### config.mk
export PLATFORM = sky130hd
export DESIGN_NAME = ief_bank
export DESIGN_NICKNAME = d
export VERILOG_FILES = /design/src/shared/ief_pkg.sv /design/src/hw/ief_prio.sv /design/src/hw/ief_edge.sv /design/src/hw/ief_bank.sv
export SDC_FILE = /design/constraint.sdc
export NUM_CORES = 1
export LEC_CHECK = 0
export ABC_AREA = 1
export ABC_CLOCK_PERIOD_IN_PS = 1500
export BUFFER_PORTS_ARGS = -buffer_cell sky130_fd_sc_hd__buf_2
export CORE_MARGIN = 5
export CORE_UTILIZATION = 51
export CTS_CLUSTER_SIZE = 10
export DETAILED_ROUTE_END_ITERATION = 8
export PLACE_DENSITY = 0.81
export SYNTH_ARGS = -nofsm -noshare
export SYNTH_HDL_FRONTEND = slang
export SYNTH_SLANG_ARGS = --single-unit
### constraint.sdc
create_clock -name clk_i -period 1.5 [get_ports clk_i]
set_input_delay 0.075 -clock clk_i [delete_from_list [all_inputs] [get_ports clk_i]]
set_output_delay 0.075 -clock clk_i [all_outputs]
set_load 0.03 [all_outputs]
### src/shared/ief_pkg.sv
/*
  Package for the interrupt enable and request-flag bank: register
  offsets, bit positions, reset values, vectors and service states.
  Assumes a classic Wishbone slave with 32-bit data, registers in the low
  byte of aligned words.
*/
package ief_pkg;

  localparam logic [7:0] IEF_OFF_PRIMARY   = 8'h00;
  localparam logic [7:0] IEF_OFF_SECONDARY = 8'h04;
  localparam logic [7:0] IEF_OFF_TERTIARY  = 8'h08;
  localparam logic [7:0] IEF_OFF_GROUP0    = 8'h0c;
  localparam logic [7:0] IEF_OFF_GROUP1    = 8'h10;
  localparam logic [7:0] IEF_OFF_VECTOR    = 8'h14;

  localparam logic [7:0] IEF_RST_REG = 8'h00;

  // Writable masks; unimplemented bits read as zero
  localparam logic [7:0] IEF_MASK_PRIMARY   = 8'h7f;
  localparam logic [7:0] IEF_MASK_SECONDARY = 8'hff;
  localparam logic [7:0] IEF_MASK_TERTIARY  = 8'h77;
  localparam logic [7:0] IEF_MASK_GROUP0    = 8'hff;
  localparam logic [7:0] IEF_MASK_GROUP1    = 8'h77;

  // Primary register bits
  localparam int IEF_P_EXT0_F  = 6;
  localparam int IEF_P_USB_F   = 5;
  localparam int IEF_P_CARD_F  = 4;
  localparam int IEF_P_EXT0_E  = 3;
  localparam int IEF_P_USB_E   = 2;
  localparam int IEF_P_CARD_E  = 1;
  localparam int IEF_P_MASTER  = 0;
  // Secondary register bits
  localparam int IEF_S_INS_F   = 7;
  localparam int IEF_S_TMR1_F  = 6;
  localparam int IEF_S_TMR0_F  = 5;
  localparam int IEF_S_EXT1_F  = 4;
  localparam int IEF_S_INS_E   = 3;
  localparam int IEF_S_TMR1_E  = 2;
  localparam int IEF_S_TMR0_E  = 1;
  localparam int IEF_S_EXT1_E  = 0;
  // Tertiary register bits
  localparam int IEF_T_GRP1_F  = 6;
  localparam int IEF_T_GRP0_F  = 5;
  localparam int IEF_T_CONV_F  = 4;
  localparam int IEF_T_GRP1_E  = 2;
  localparam int IEF_T_GRP0_E  = 1;
  localparam int IEF_T_CONV_E  = 0;
  // Group registers: flags in high nibble, enables in low nibble
  localparam int IEF_G_FLAG_LSB = 4;

  localparam int IEF_NUM_SRC = 10;
  localparam int IEF_NUM_EV  = 17;

  // Event input bit order
  localparam int IEF_EV_CARD   = 0;
  localparam int IEF_EV_USB    = 1;
  localparam int IEF_EV_EXT0   = 2;
  localparam int IEF_EV_EXT1   = 3;
  localparam int IEF_EV_TMR0   = 4;
  localparam int IEF_EV_TMR1   = 5;
  localparam int IEF_EV_CONV   = 6;
  localparam int IEF_EV_SER0   = 7;
  localparam int IEF_EV_RTC    = 8;
  localparam int IEF_EV_TBASE  = 9;
  localparam int IEF_EV_PERIPH = 10;
  localparam int IEF_EV_SER1   = 11;
  localparam int IEF_EV_TMR2   = 12;
  localparam int IEF_EV_TMR3   = 13;

  localparam logic [7:0] IEF_VEC_BASE = 8'h04;
  localparam logic [7:0] IEF_VEC_STEP = 8'h04;
  localparam logic [7:0] IEF_VEC_GRP0 = 8'h24;
  localparam logic [7:0] IEF_VEC_GRP1 = 8'h28;

  typedef enum logic [2:0] {
    IEF_ST_IDLE = 3'b001,
    IEF_ST_REQ  = 3'b010,
    IEF_ST_DONE = 3'b100
  } ief_state_t;

endpackage : ief_pkg

### src/hw/ief_prio.sv
/*
  Fixed-priority encoder: lowest index wins, vector from base upward.
  Assumes requests are already gated by enables.
*/
module ief_prio
  import ief_pkg::*;
(
  input  wire logic [IEF_NUM_SRC-1:0] req_i,
  output logic                        any_o,
  output logic [3:0]                  idx_o,
  output logic [7:0]                  vec_o
);

  function automatic logic [7:0] ief_vec(input logic [3:0] idx);
    ief_vec = IEF_VEC_BASE + 8'(idx) * IEF_VEC_STEP;
  endfunction : ief_vec

  always_comb
  begin
    any_o = 1'b0;
    idx_o = 4'h0;
    for (int i = IEF_NUM_SRC - 1; i >= 0; i--)
    begin
      if (req_i[i])
      begin
        any_o = 1'b1;
        idx_o = 4'(i);
      end
    end
    vec_o = ief_vec(idx_o);
  end

endmodule : ief_prio

### src/hw/ief_edge.sv
/*
  Rising-edge detector for the card-detect change status bit.
  Assumes the status bit is synchronous to clk_i.
*/
module ief_edge
  import ief_pkg::*;
(
  input  wire logic clk_i,
  input  wire logic rst_i,
  input  wire logic lvl_i,
  output logic      rise_o
);

  logic lvl_q;

  always_ff @(posedge clk_i)
  begin
    if (rst_i)
      lvl_q <= 1'b0;
    else
      lvl_q <= lvl_i;
  end

  assign rise_o = lvl_i & ~lvl_q;

endmodule : ief_edge

### src/hw/ief_bank.sv
/*
  Interrupt enable and request-flag bank with Wishbone register access
  and a request/acknowledge handshake to the processor core.
  Assumes one clock, synchronous events and a core that pulses irq_ack_i
  once for each accepted request.
*/
// Decided for this implementation: the Wishbone interface to the registers and the register addresses.
// Functional notes
// RULE1 - Master enable clear blocks all service
// RULE2 - Source event sets its request flag
// RULE3 - Per-source enable gates service request
// RULE4 - Primary register bit layout
// RULE5 - Secondary register bit layout
// RULE6 - Card-detect change sets insertion flag
// RULE7 - Tertiary register layout, bits 7,3 zero
// RULE8 - Group 0 register layout
// RULE9 - Group 1 register layout, bits 7,3 zero
// RULE10 - Acceptance clears master enable
// RULE11 - Fixed priority, vectors 04h step four
// RULE12 - Group members share vectors 24h, 28h
// RULE13 - Servicing clears group flag only
// RULE14 - Enabled pending member sets group flag
// RULE15 - Reset clears all five registers
module ief_bank
  import ief_pkg::*;
(
  input  wire logic                       clk_i,
  input  wire logic                       rst_i,
  input  wire logic                       cyc_i,
  input  wire logic                       stb_i,
  input  wire logic                       we_i,
  input  wire logic [7:0]                 adr_i,
  input  wire logic [3:0]                 sel_i,
  input  wire logic [31:0]                dat_i,
  output logic      [31:0]                dat_o,
  output logic                            ack_o,
  input  wire logic [IEF_NUM_EV-1:0]      event_i,
  input  wire logic                       card_detect_change_i,
  output logic                            irq_req_o,
  output logic      [7:0]                 irq_vector_o,
  input  wire logic                       irq_ack_i
);

  typedef struct packed {
    logic [7:0]  prim;
    logic [7:0]  sec;
    logic [7:0]  ter;
    logic [7:0]  grp0;
    logic [7:0]  grp1;
    logic [31:0] rdat;
    logic        ack;
    logic        req;
    logic [7:0]  vec;
    logic [3:0]  idx;
    ief_state_t  st;
  } ief_regs_t;

  ief_regs_t r_q;
  ief_regs_t r_d;

  logic                   ins_rise;
  logic [IEF_NUM_SRC-1:0] pend;
  logic                   any_pend;
  logic [3:0]             win_idx;
  logic [7:0]             win_vec;

  ief_edge u_edge (
    .clk_i  (clk_i),
    .rst_i  (rst_i),
    .lvl_i  (card_detect_change_i),
    .rise_o (ins_rise)
  );

  // Enabled pending sources in priority order
  always_comb
  begin
    pend[0] = r_q.prim[IEF_P_CARD_F] & r_q.prim[IEF_P_CARD_E]; // [RULE3]
    pend[1] = r_q.prim[IEF_P_USB_F]  & r_q.prim[IEF_P_USB_E];
    pend[2] = r_q.prim[IEF_P_EXT0_F] & r_q.prim[IEF_P_EXT0_E];
    pend[3] = r_q.sec[IEF_S_EXT1_F]  & r_q.sec[IEF_S_EXT1_E];
    pend[4] = r_q.sec[IEF_S_TMR0_F]  & r_q.sec[IEF_S_TMR0_E];
    pend[5] = r_q.sec[IEF_S_TMR1_F]  & r_q.sec[IEF_S_TMR1_E];
    pend[6] = r_q.sec[IEF_S_INS_F]   & r_q.sec[IEF_S_INS_E];
    pend[7] = r_q.ter[IEF_T_CONV_F]  & r_q.ter[IEF_T_CONV_E];
    pend[8] = r_q.ter[IEF_T_GRP0_F]  & r_q.ter[IEF_T_GRP0_E]; // [RULE12]
    pend[9] = r_q.ter[IEF_T_GRP1_F]  & r_q.ter[IEF_T_GRP1_E];
  end

  ief_prio u_prio (
    .req_i (pend),
    .any_o (any_pend),
    .idx_o (win_idx),
    .vec_o (win_vec)
  );

  // Byte-lane-0 write with hardware sets taking precedence afterwards
  function automatic logic [7:0] ief_wr(input logic [7:0] cur,
                                        input logic [7:0] wd,
                                        input logic [7:0] mask,
                                        input logic       hit);
    ief_wr = hit ? (wd & mask) : cur;
  endfunction : ief_wr

  function automatic logic ief_grp_any(input logic [7:0] g);
    ief_grp_any = |(g[7:4] & g[3:0]);
  endfunction : ief_grp_any

  logic       bus_req;
  logic       wr_hit;
  logic [7:0] wd;

  assign bus_req = cyc_i & stb_i & ~r_q.ack;
  assign wr_hit  = bus_req & we_i & sel_i[0];
  assign wd      = dat_i[7:0];

  always_comb
  begin
    r_d     = r_q;
    r_d.ack = bus_req;
    r_d.rdat = 32'h0;

    // Register writes
    if (wr_hit && adr_i == IEF_OFF_PRIMARY)
      r_d.prim = ief_wr(r_q.prim, wd, IEF_MASK_PRIMARY, 1'b1); // [RULE4]
    else if (wr_hit && adr_i == IEF_OFF_SECONDARY)
      r_d.sec = ief_wr(r_q.sec, wd, IEF_MASK_SECONDARY, 1'b1); // [RULE5]
    else if (wr_hit && adr_i == IEF_OFF_TERTIARY)
      r_d.ter = ief_wr(r_q.ter, wd, IEF_MASK_TERTIARY, 1'b1); // [RULE7]
    else if (wr_hit && adr_i == IEF_OFF_GROUP0)
      r_d.grp0 = ief_wr(r_q.grp0, wd, IEF_MASK_GROUP0, 1'b1); // [RULE8]
    else if (wr_hit && adr_i == IEF_OFF_GROUP1)
      r_d.grp1 = ief_wr(r_q.grp1, wd, IEF_MASK_GROUP1, 1'b1); // [RULE9]

    // Reads; unmapped addresses read zero but still acknowledge
    if (bus_req && !we_i)
    begin
      if (adr_i == IEF_OFF_PRIMARY)
        r_d.rdat = {24'h0, r_q.prim};
      else if (adr_i == IEF_OFF_SECONDARY)
        r_d.rdat = {24'h0, r_q.sec};
      else if (adr_i == IEF_OFF_TERTIARY)
        r_d.rdat = {24'h0, r_q.ter};
      else if (adr_i == IEF_OFF_GROUP0)
        r_d.rdat = {24'h0, r_q.grp0};
      else if (adr_i == IEF_OFF_GROUP1)
        r_d.rdat = {24'h0, r_q.grp1};
      else if (adr_i == IEF_OFF_VECTOR)
        r_d.rdat = {23'h0, r_q.req, r_q.vec};
    end

    // Service handshake
    case (r_q.st)
      IEF_ST_IDLE:
      begin
        if (any_pend && r_q.prim[IEF_P_MASTER]) // [RULE1]
        begin
          r_d.req = 1'b1;
          r_d.vec = win_vec; // [RULE11]
          r_d.idx = win_idx;
          r_d.st  = IEF_ST_REQ;
        end
      end
      IEF_ST_REQ:
      begin
        if (irq_ack_i)
        begin
          r_d.req = 1'b0;
          r_d.st  = IEF_ST_DONE;
          r_d.prim[IEF_P_MASTER] = 1'b0; // [RULE10]
          // Serviced flag is cleared; group members stay set
          case (r_q.idx)
            4'd0: r_d.prim[IEF_P_CARD_F] = 1'b0;
            4'd1: r_d.prim[IEF_P_USB_F]  = 1'b0;
            4'd2: r_d.prim[IEF_P_EXT0_F] = 1'b0;
            4'd3: r_d.sec[IEF_S_EXT1_F]  = 1'b0;
            4'd4: r_d.sec[IEF_S_TMR0_F]  = 1'b0;
            4'd5: r_d.sec[IEF_S_TMR1_F]  = 1'b0;
            4'd6: r_d.sec[IEF_S_INS_F]   = 1'b0;
            4'd7: r_d.ter[IEF_T_CONV_F]  = 1'b0;
            4'd8: r_d.ter[IEF_T_GRP0_F]  = 1'b0; // [RULE13]
            default: r_d.ter[IEF_T_GRP1_F] = 1'b0; // [RULE13]
          endcase
        end
        else if (!r_q.prim[IEF_P_MASTER] || !any_pend)
        begin
          // Software withdrew permission before the core took it
          r_d.req = 1'b0;
          r_d.st  = IEF_ST_IDLE;
        end
        else
        begin
          r_d.vec = win_vec;
          r_d.idx = win_idx;
        end
      end
      IEF_ST_DONE:
        r_d.st = IEF_ST_IDLE;
      default:
      begin
        r_d.req = 1'b0;
        r_d.st  = IEF_ST_IDLE;
      end
    endcase

    // Hardware sets last, so an event beats a same-cycle clear
    if (event_i[IEF_EV_CARD])  r_d.prim[IEF_P_CARD_F] = 1'b1; // [RULE2]
    if (event_i[IEF_EV_USB])   r_d.prim[IEF_P_USB_F]  = 1'b1;
    if (event_i[IEF_EV_EXT0])  r_d.prim[IEF_P_EXT0_F] = 1'b1;
    if (event_i[IEF_EV_EXT1])  r_d.sec[IEF_S_EXT1_F]  = 1'b1;
    if (event_i[IEF_EV_TMR0])  r_d.sec[IEF_S_TMR0_F]  = 1'b1;
    if (event_i[IEF_EV_TMR1])  r_d.sec[IEF_S_TMR1_F]  = 1'b1;
    if (ins_rise)              r_d.sec[IEF_S_INS_F]   = 1'b1; // [RULE6]
    if (event_i[IEF_EV_CONV])  r_d.ter[IEF_T_CONV_F]  = 1'b1;
    if (event_i[IEF_EV_SER0])  r_d.grp0[IEF_G_FLAG_LSB + 0] = 1'b1;
    if (event_i[IEF_EV_RTC])   r_d.grp0[IEF_G_FLAG_LSB + 1] = 1'b1;
    if (event_i[IEF_EV_TBASE]) r_d.grp0[IEF_G_FLAG_LSB + 2] = 1'b1;
    if (event_i[IEF_EV_PERIPH]) r_d.grp0[IEF_G_FLAG_LSB + 3] = 1'b1;
    if (event_i[IEF_EV_SER1])  r_d.grp1[IEF_G_FLAG_LSB + 0] = 1'b1;
    if (event_i[IEF_EV_TMR2])  r_d.grp1[IEF_G_FLAG_LSB + 1] = 1'b1;
    if (event_i[IEF_EV_TMR3])  r_d.grp1[IEF_G_FLAG_LSB + 2] = 1'b1;
    // Shared flag follows enabled members from the stored state; a
    // still-pending member keeps it set over the clear at acceptance
    if (ief_grp_any(r_q.grp0) && r_q.st != IEF_ST_DONE)
      r_d.ter[IEF_T_GRP0_F] = 1'b1; // [RULE14]
    if (ief_grp_any(r_q.grp1) && r_q.st != IEF_ST_DONE)
      r_d.ter[IEF_T_GRP1_F] = 1'b1; // [RULE14]
  end

  always_ff @(posedge clk_i)
  begin
    if (rst_i)
    begin
      r_q      <= '0; // [RULE15]
      r_q.prim <= IEF_RST_REG;
      r_q.st   <= IEF_ST_IDLE;
    end
    else
      r_q <= r_d;
  end

  assign dat_o        = r_q.rdat;
  assign ack_o        = r_q.ack;
  assign irq_req_o    = r_q.req;
  assign irq_vector_o = r_q.vec;
endmodule : ief_bank

==> flow_metrics.py, run 1 <==
metrics = {
    "power": {
        "vdd_drop_max_mv": 0.6494,
        "power_density_mw_per_mm2": 853.8,
        "p_leak_uw": 0.001882,
    },
    "cts": {
        "cts_tree": "yes",
        "clockRootBuffer": "clkbuf_8",
        "clock_latency_ns": 0.34,
        "clk_pin_slew_ns": 0.08,
        "cts.sinks": 59,
        "htreeDepth": 3,
        "cts_buffers": 9,
        "clk_path_buf_depth": 2,
    },
    "synth": {
        "postSynthAreaPerCell_um2": 7.165,
        "yosysSeqAreaShare": 0.3639,
        "synth_seq_cells": 59,
        "synth_top_area_share": 0.3639,
        "async_reset_ff_frac": 0,
        "yosysUniqueCellTypes": 43,
        "synth_edf_count": 0,
        "yosysWarningCount": 0,
        "synth_top_flop_cell": "dfxtp_1",
        "synth_top_area_cell": "dfxtp_1",
        "synthTopCellsByArea": "dfxtp_1 (36%), nand2_1 (10%), buf_4 (9.5%), a21oi_1 (5.4%), inv_1 (5.3%)",
        "syn_area_mm2": 0.003246,
        "synth_common_cells": "nand2_1 (88), dfxtp_1 (59), inv_1 (46)",
        "synth_most_common_cell": "nand2_1",
        "syn_inst": 453,
    },
    "worst_hold_path": {
        "hold-path-cell-count": 5,
        "hold_path.class": "primary input to flop",
        "min_to": "r_q[53]$_SDFFE_PP0P_",
        "hold_path_startpoint": "event_i[11]",
    },
    "drt": {
        "vias": 3159,
        "routed_wl_um": 8943,
        "wl_met2_um": 4297,
        "ant_nets": 0,
        "drtIter0Drc": 182,
        "drc": 0,
        "viasPerCell": 5.162,
        "drt_pass1_iterations": 5,
        "routed.top_layer": "met4",
        "wirelength_met1_um": 3560,
        "wire_per_inst_um": 14.61,
        "dr_wl_met3_um": 760,
    },
    "global_route": {
        "antenna_found_initial": 0,
        "grtUsageTotal": 0.2145,
        "grt_max_degree": 29,
        "grt_overflow": 0,
        "grt_pass1_vias": 2938,
        "grt_first_pass_wirelength_um": 14030,
    },
    "placement": {
        "gp_congestion": 0.9540,
        "placed_cell_area_mm2": 0.003473,
        "dp_slack_ns": 0.01398,
        "portBuffers": 53,
        "dp_hpwl_um": 6626,
    },
    "setup_path": {
        "worstSetupStartpoint": "r_q[71]$_SDFF_PP0_",
        "end_kind": "flop",
        "start_kind": "flop",
        "worstReg2RegEnd": "irq_vector_o[4]$_SDFFE_PP0P_",
        "worst_ep_required_time_ns": 1.73,
        "rr_startpoint": "r_q[71]$_SDFF_PP0_",
        "path_class": "flop to flop",
        "r2r_slack_ns": 0.01,
        "r2r_cells": 13,
        "worstPathMaxFanout": 2,
        "cp.arrival_ns": 1.72,
    },
    "timing": {
        "hold_viol_final": 0,
        "drv_slew": 0,
        "setup_viol": 0,
        "rsz0062_at_grt": "yes",
        "timing.final.crit_share": 0.9917,
        "finClkSkew_ns": 0.01024,
        "fmax_mhz": 672.3,
        "fin_ws_ns": 0.01252,
        "layout_min_cycle_time_ns": 1.487,
    },
    "floorplanning": {
        "rows": 29,
        "io-pin-count": 110,
        "die_h_um": 89.78,
        "coreArea_mm2": 0.006277,
        "die_x_um": 89.78,
        "start_util": 0.5170,
        "die_area_mm2": 0.008060,
    },
    "final_layout": {
        "areaGrowthSynthToFinish_pct": 22.55,
        "drive_gt1_frac": 0.3271,
        "fin_nets": 599,
        "diodes": 0,
        "finalInstanceArea_mm2": 0.003978,
        "n_fill_cell": 534,
    },
    "flow_run": {
        "drv_cap": 0,
    },
    "status": {
        "status": "complete, no violations",
    },
}
[sequential cells by signal (all words and copies together) (netlist names)]
signal,flops
dat_o,9
irq_req_o,1
irq_vector_o,5
u_edge.lvl_q,1
r_q,42
ack_o,1
[worst max path at each step]
stage	end	cells after the start	slack, ns
after global routing	irq_vector_o[4]$_SDFFE_PP0P_	13	-0.10
after detailed placement	irq_vector_o[3]$_SDFFE_PP0P_	13	0.01
after global placement	irq_vector_o[3]$_SDFFE_PP0P_	13	0.04
final	irq_vector_o[4]$_SDFFE_PP0P_	13	0.01
after floorplan	r_q[80]$_SDFF_PP0_	7	0.02
after CTS	irq_vector_o[3]$_SDFFE_PP0P_	13	0.06
[where the power goes]
part           total, uW  internal, uW  switching [uW]
clock               1430           760             669
combinational        340           118             222
sequential          1630          1600            27.8
total               3400          2480             918
[cell families (layout without fill, tap and decap cells)]
logic type,Yosys count,count (layout),synth area share
xor+xnor,1,1,0.002699
compound gates,100,100,0.1762
buf+inv,114,171,0.1850
simple gates,177,177,0.2672
other cells,1,26,0.001155
flops,59,59,0.3639
fa+ha+maj,1,1,0.003854
[metrics by stage]
step / hold WS (ns) / utilization / total power (uW) / instances / setup TNS, ns
2_1_floorplan: 0.1931 / - / 1896 / 478 / 0
5_1_grt: 0.01969 / 0.6336 / 3501 / 612 / -0.1818
6_report: 0.01483 / 0.6336 / 3396 / 612 / 0
3_5_place_dp: 0.2884 / 0.5533 / 1963 / 576 / 0
4_1_cts: 0.0009246 / 0.6031 / 3375 / 604 / 0
3_3_place_gp: 0.2838 / 0.5533 / 1957 / 576 / 0
[layout by cell type (no fill, tap or decap), types with 3 or more instances in the layout]
master	count
inv_1	46
conb_1	26
buf_4	21
nand2_2	16
o21ai_1	11
nand2_1	74
nand3_2	3
inv_2	14
a21oi_1	35
inv_4	3
clkbuf_8	9
nor2_4	9
o21ai_0	26
o211ai_1	6
buf_2	53
dfxtp_2	17
dfxtp_1	41
nand2_4	4
nor3_2	4
nor3_1	3
dlygate4sd3_1	13
nand3_1	14
nor2_1	43
a211oi_1	6
clkinv_2	3
[metal layers]
metal / GRT usage / up-vias
li1: - / 1563
met1: 0.2637 / 1416
met2: 0.3561 / 152
met3: 0.03756 / 28
met4: 0.1121 / 0
met5: 0 / -
[final cells by class]
type                    instances  area, um^2  share of cell area
repair buffers                 90       595.6              0.1497
well taps                      77       96.34             0.02422
clock inverters                 7       68.82             0.01730
clock buffers                   9       123.9             0.03114
inverters                      65       256.5             0.06449
flip-flops and latches         59        1206              0.3032
multi-input cells             305        1630              0.4099
[worst max-delay path, stage by stage (launching register included)]
cell and delay (ns):
dfxtp_2 0.34, nand2_2 0.05, inv_1 0.05, nand2_1 0.05, nand2_1 0.05, nand2_1 0.05
nand2_1 0.05, nand2_1 0.05, nand2_1 0.06, nand2_2 0.06, a21boi_2 0.18, ha_4 0.15
xor2_1 0.16, a21oi_1 0.08
[repair_timing]
action	CTS	global route
gates resized for setup	1	48
hold buffers	12	1
setup buffers	0	7
pin swaps	0	17
hold endpoints to repair	12	1
endpoints found under the setup margin	1	18
No activity file was read; power rests on OpenSTA's default activity.
==> run 2, diff against run 1 <==
RECOVER_POWER = 100   (was not set)
==> run 2 against run 1 <==
The run now ends with negative setup slack left. Final cell count did not move. Largest power group unchanged. Non-clock buffer count did not move. Highest routed layer unchanged. Worst hold slack barely moved. Worst setup slack worse by 0.013 ns. Via count is 0.60% higher. Total power barely moved. Sequential power about the same. Fmax is 0.87% lower. Cell area fell by 1.4%. Clock skew shrank 0.0015 ns. Clock power about the same.
==> flow_metrics.py, run 2 (same netlist as run 1, synthesis figures left out) <==
metrics = {
    "status": {
        "status": "finished with violations",
        "violations": "negative setup slack",
    },
    "drt": {
        "wirelength_met1_um": 3743,
        "ant_nets": 0,
        "drt_pass1_iterations": 7,
        "vias": 3178,
        "dr_wl_met3_um": 598,
        "drc": 0,
        "drtIter0Drc": 150,
        "routed_wl_um": 9003,
        "wire_per_inst_um": 14.71,
        "routed.top_layer": "met4",
        "wl_met2_um": 4341,
        "viasPerCell": 5.193,
    },
    "floorplanning": {
        "die_x_um": 89.78,
        "die_area_mm2": 0.008060,
        "io-pin-count": 110,
        "start_util": 0.5170,
        "die_h_um": 89.78,
        "coreArea_mm2": 0.006277,
        "rows": 29,
    },
    "timing": {
        "timing.final.crit_share": 1.000,
        "fin_ws_ns": -0.0004996,
        "hold_ws_ns": 0.01455,
        "setup_viol": 1,
        "tns_ns": -0.0004996,
        "layout_min_cycle_time_ns": 1.500,
        "hold_viol_final": 0,
        "fmax_mhz": 666.4,
        "drv_slew": 0,
        "finClkSkew_ns": 0.008729,
        "rsz0062_at_grt": "yes",
    },
    "power": {
        "p_leak_uw": 0.001798,
        "power_density_mw_per_mm2": 866.7,
        "vdd_drop_max_mv": 0.6518,
    },
    "worst_hold_path": {
        "hold_path_startpoint": "event_i[10]",
        "hold_path.class": "primary input to flop",
    },
    "placement": {
        "place_inst": 576,
        "portBuffers": 53,
        "gp_congestion": 0.9540,
        "dp_hpwl_um": 6626,
    },
    "setup_path": {
        "start_kind": "flop",
        "worstSetupStartpoint": "r_q[71]$_SDFF_PP0_",
        "cp.arrival_ns": 1.73,
        "path_class": "flop to flop",
        "end_kind": "flop",
        "worst_ep_required_time_ns": 1.73,
        "worstPathMaxFanout": 2,
        "rr_startpoint": "r_q[71]$_SDFF_PP0_",
    },
    "cts": {
        "cts_buffers": 9,
        "clock_latency_ns": 0.34,
        "clk_path_buf_depth": 2,
        "cts_tree": "yes",
        "clk_pin_slew_ns": 0.07,
        "cts.sinks": 59,
        "htreeDepth": 3,
        "clockRootBuffer": "clkbuf_8",
    },
    "flow_run": {
        "drv_cap": 0,
    },
    "final_layout": {
        "drive_gt1_frac": 0.2860,
        "instances_no_fill": 612,
        "fin_nets": 599,
        "n_fill_cell": 549,
        "final_common_cell": "nand2_1",
        "areaGrowthSynthToFinish_pct": 20.78,
        "diodes": 0,
        "regMostFlops": "r_q",
        "largest_reg_flops": 42,
        "layout_common_cells": "nand2_1 (75), inv_1 (48), nor2_1 (43)",
    },
    "global_route": {
        "grt_overflow": 0,
        "antenna_found_initial": 0,
        "grt_pass1_vias": 2938,
        "grtUsageTotal": 0.2145,
        "grt_first_pass_wirelength_um": 14030,
        "grt_max_degree": 29,
    },
}
-- run 2: cell count changes in the layout (fill, tap and decap cells not counted), moves of 2 or more --
| cell | previous run | this run |
|---|---|---|
| clkbuf_1 | 0 | 17 |
| buf_2 | 53 | 37 |
| buf_4 | 21 | 19 |
| clkbuf_4 | 0 | 2 |
| inv_1 | 46 | 48 |
| inv_4 | 3 | 1 |
-- run 2: worst max-delay path: stages (launching register included) --
cell      delay [ns]
dfxtp_2         0.35
nand2_2         0.05
inv_1           0.05
nand2_1         0.05
nand2_1         0.05
nand2_1         0.05
nand2_1         0.05
nand2_1         0.05
nand2_1         0.06
nand2_2         0.06
a21boi_2        0.18
ha_4            0.15
xor2_1          0.16
a21oi_1         0.08
-- run 2: final cells by class --
class                           count  area, um^2  area share
Clock buffer                        9       123.9     0.03160
Clock inverter                      7       68.82     0.01756
Inverter                           65       251.5     0.06416
Multi-Input combinational cell    305        1614      0.4117
Sequential cell                    59        1206      0.3077
Tap cell                           77       96.34     0.02458
Timing Repair Buffer               90       559.3      0.1427
-- run 2: stage by stage --
stage | total power (uW) | util | cell area, um^2 | setup slack [ns]
2_1_floorplan | 1896 | - | 3339 | 0.02242
4_1_cts | 3375 | 0.6031 | 3786 | 0.05600
5_1_grt | 3497 | 0.6245 | 3920 | -0.1042
3_3_place_gp | 1957 | 0.5533 | 3473 | 0.03525
3_5_place_dp | 1963 | 0.5533 | 3473 | 0.01398
6_report | 3398 | 0.6245 | 3920 | -0.0004996
-- run 2: path summary, 6_finish.rpt --
kind                                                     end  slack [ns]  cells after the start
worst min register to register            r_q[80]$_SDFF_PP0_        0.40                      1
worst max register to register  irq_vector_o[4]$_SDFFE_PP0P_     -0.0005                     13
worst min-delay path                    r_q[64]$_SDFFE_PP0P_        0.01                      3
worst max-delay path            irq_vector_o[4]$_SDFFE_PP0P_     -0.0005                     13
-- run 2: power by group --
group / internal, uW / leakage (uW) / switching (uW) / total [uW]
logic: 116 / 0.00122 / 220 / 336
clock network: 760 / 0.0000950 / 674 / 1430
registers: 1600 / 0.000487 / 27.8 / 1630
-- run 2: metal layers --
layer  GRT usage  vias to the layer above
li1            -                     1555
met1      0.2637                     1445
met2      0.3561                      146
met3     0.03756                       32
met4      0.1121                        0
met5           0                        -
-- run 2: repair_timing --
item	CTS	global route
buffers inserted	0	7
hold endpoints to repair	12	1
resized for setup	1	48
setup endpoints to repair	1	18
hold buffers	12	1
pin swaps	0	17
==> run 3, diff against run 2 <==
ABC_AREA = 0   (was 1)
==> run 3 against run 2 <==
The run still ends with negative setup slack left. Combinational power increased by 39%. Global-route usage increased by 1.6 points. Critical endpoint is now irq_vector_o[3]$_SDFFE_PP0P_. Clock power increased by 6%. Worst setup slack got worse by 0.12 ns. Highest routed layer unchanged. Die area increased by 1.8%. Total power increased by 6.6%. Synthesized cell count decreased by 11%. Sequential cell count unchanged.
==> flow_metrics.py, run 3 <==
metrics = {
    "final_layout": {
        "layout_common_cells": "dfxtp_1 (52), buf_4 (51), nor2_1 (47)",
        "fin_nets": 577,
        "n_fill_cell": 452,
        "regMostFlops": "r_q",
        "instances_no_fill": 590,
        "register_area_mm2": 0.001192,
        "final_common_cell": "dfxtp_1",
        "drive_gt1_frac": 0.3509,
        "areaGrowthSynthToFinish_pct": 35.56,
        "diodes": 0,
        "largest_reg_flops": 42,
        "multiInputGateArea_mm2": 0.002072,
    },
    "timing": {
        "hold_viol_final": 0,
        "fin_ws_ns": -0.1242,
        "tightest_slew_ns": 0.5889,
        "relSlewSlack": 0.6020,
        "finClkSkew_ns": 0.01462,
        "rsz0062_at_grt": "yes",
        "hold_ws_ns": 0.02568,
        "drv_slew": 0,
        "timing.final.crit_share": 1.083,
        "fmax_mhz": 615.7,
        "layout_min_cycle_time_ns": 1.624,
        "setup_viol": 34,
    },
    "floorplanning": {
        "coreArea_mm2": 0.006350,
        "rows": 29,
        "start_util": 0.5214,
        "die_x_um": 90.57,
        "die_area_mm2": 0.008203,
        "die_h_um": 90.57,
        "io-pin-count": 110,
    },
    "synth": {
        "synth_top_area_share": 0.3568,
        "synth_edf_count": 0,
        "synth_top_area_cell": "dfxtp_1",
        "yosysUniqueCellTypes": 63,
        "syn_inst": 402,
        "postSynthAreaPerCell_um2": 8.236,
        "yosysWarningCount": 0,
        "synth_seq_cells": 59,
        "synth_most_common_cell": "dfxtp_1",
        "async_reset_ff_frac": 0,
        "syn_area_mm2": 0.003311,
        "synthTopCellsByArea": "dfxtp_1 (36%), buf_4 (9.3%), mux2i_1 (6.3%), nor2_1 (5.7%), a21oi_1 (4.1%)",
        "yosysSeqAreaShare": 0.3568,
        "synth_common_cells": "dfxtp_1 (59), nor2_1 (50), buf_4 (41)",
        "synth_top_flop_cell": "dfxtp_1",
    },
    "drt": {
        "wire_per_inst_um": 18.33,
        "dr_wl_met3_um": 1237,
        "drc": 0,
        "drt_pass1_iterations": 6,
        "drtIter0Drc": 531,
        "routed_wl_um": 10810,
        "wl_met2_um": 4927,
        "viasPerCell": 6.080,
        "vias": 3587,
        "ant_nets": 0,
        "routed.top_layer": "met4",
        "wirelength_met1_um": 4138,
    },
    "cts": {
        "htreeDepth": 3,
        "cts_tree": "yes",
        "clockRootBuffer": "clkbuf_8",
        "cts_buffers": 9,
        "cts.sinks": 59,
        "clock_latency_ns": 0.36,
        "clk_path_buf_depth": 2,
        "clk_pin_slew_ns": 0.07,
    },
    "worst_hold_path": {
        "hold_path.class": "primary input to flop",
        "hold-path-cell-count": 3,
        "hold_path_startpoint": "event_i[7]",
    },
    "setup_path": {
        "r2r_slack_ns": -0.12,
        "end_kind": "flop",
        "max_stage_delay_ns": 0.35,
        "rr_startpoint": "r_q[78]$_SDFF_PP0_",
        "worstSetupStartpoint": "r_q[78]$_SDFF_PP0_",
        "path_buf_inv": 0,
        "crit_chain": "a22o_1, nand2b_1, a31oi_2, ha_4, nand2_1, a21oi_2",
        "worst_ep_required_time_ns": 1.73,
        "critical_path.top_delay_family": "compound AO/OA/AOI/OAI gates",
        "path_class": "flop to flop",
        "cp.arrival_ns": 1.85,
        "cp_slowest_cell": "a31oi_2",
        "worstPathMaxFanout": 4,
        "start_kind": "flop",
        "cp_num_cells": 6,
        "r2r_cells": 6,
    },
    "status": {
        "violations": "negative setup slack",
        "status": "finished with violations",
    },
    "placement": {
        "place_inst": 553,
        "dp_hpwl_um": 7107,
        "portBuffers": 53,
        "gp_congestion": 1.031,
    },
    "power": {
        "p_leak_uw": 0.001837,
        "power_density_mw_per_mm2": 807.2,
        "vdd_drop_max_mv": 1.210,
    },
    "global_route": {
        "grtUsageTotal": 0.2310,
        "grt_overflow": 0,
        "grt_max_degree": 38,
        "antenna_found_initial": 0,
        "grt_first_pass_wirelength_um": 15260,
        "grt_pass1_vias": 3113,
    },
    "flow_run": {
        "drv_cap": 0,
    },
}
## run 3: cell count changes after synthesis, sizes merged, moves of 8 or more
cell | previous run | this run
a21oi | 36 | 27
inv | 63 | 10
nand2 | 94 | 29
nor3 | 7 | 23
o21ai | 38 | 10
clkbuf | 3 | 11
mux2i | 0 | 21
## run 3: kinds of logic after synthesis
group | after synthesis | synth area share
multiplexers | 26 | 0.08163
adder cells (fa/ha/maj) | 1 | 0.003779
other | 1 | 0.001133
buffers and inverters | 67 | 0.1277
XOR/XNOR | 3 | 0.007938
flip-flops | 59 | 0.3568
AO/OA/AOI/OAI | 85 | 0.1735
AND/OR/NAND/NOR | 160 | 0.2475
## run 3: cell type report
type / count / area share
inverters: 10 / 0.008364
clock buffers: 11 / 0.03373
repair buffers: 127 / 0.1954
multi-input cells: 301 / 0.4617
clock inverters: 5 / 0.01366
flip-flops and latches: 59 / 0.2657
well taps: 77 / 0.02147
## run 3: where the power goes
group	switching, uW	leakage [uW]	internal (uW)
Clock	660	0.0000978	858
Sequential	38.6	0.000482	1600
Combinational	282	0.00126	185
## run 3: metrics by stage
step,instance area (um^2),TNS [ns],power (uW),worst slack (ns),utilization
floorplan,3436,-0.5776,1937,-0.2219,-
global placement,3830,-0.9742,2053,-0.1080,0.6032
detailed placement,3830,-2.005,2061,-0.1742,0.6032
CTS,4274,-0.8116,3587,-0.1206,0.6731
global route,4488,-4.250,3726,-0.1956,0.7068
finish,4488,-1.917,3623,-0.1242,0.7068
## run 3: worst register-to-register path, delay by kind of cell, from the launching register on
kind,cells,cell delay [ns]
DFF,1,0.34
AOI/OAI and AO/OA,3,0.65
adders and majority gates,1,0.26
and+or+nand+nor,2,0.26
## run 3: metal layers
layer  up-vias  global-route usage
met1      1656              0.2977
met4         0              0.1005
li1       1598                   -
met3        58             0.06167
met5         -                   0
met2       275              0.3608
## run 3: path summary, 6_finish.rpt
kind,endpoint
worst max-delay path,irq_vector_o[3]$_SDFFE_PP0P_
worst min-delay path,r_q[61]$_SDFFE_PP0P_
worst max register to register,irq_vector_o[3]$_SDFFE_PP0P_
worst min register to register,r_q[80]$_SDFF_PP0_
## run 3: what timing repair did
action,CTS,global route
cloned,0,1
hold endpoints to repair,9,0
resized for setup,21,45
setup buffers,5,6
pin swaps,12,14
setup endpoints to repair,24,39
hold buffers,9,0
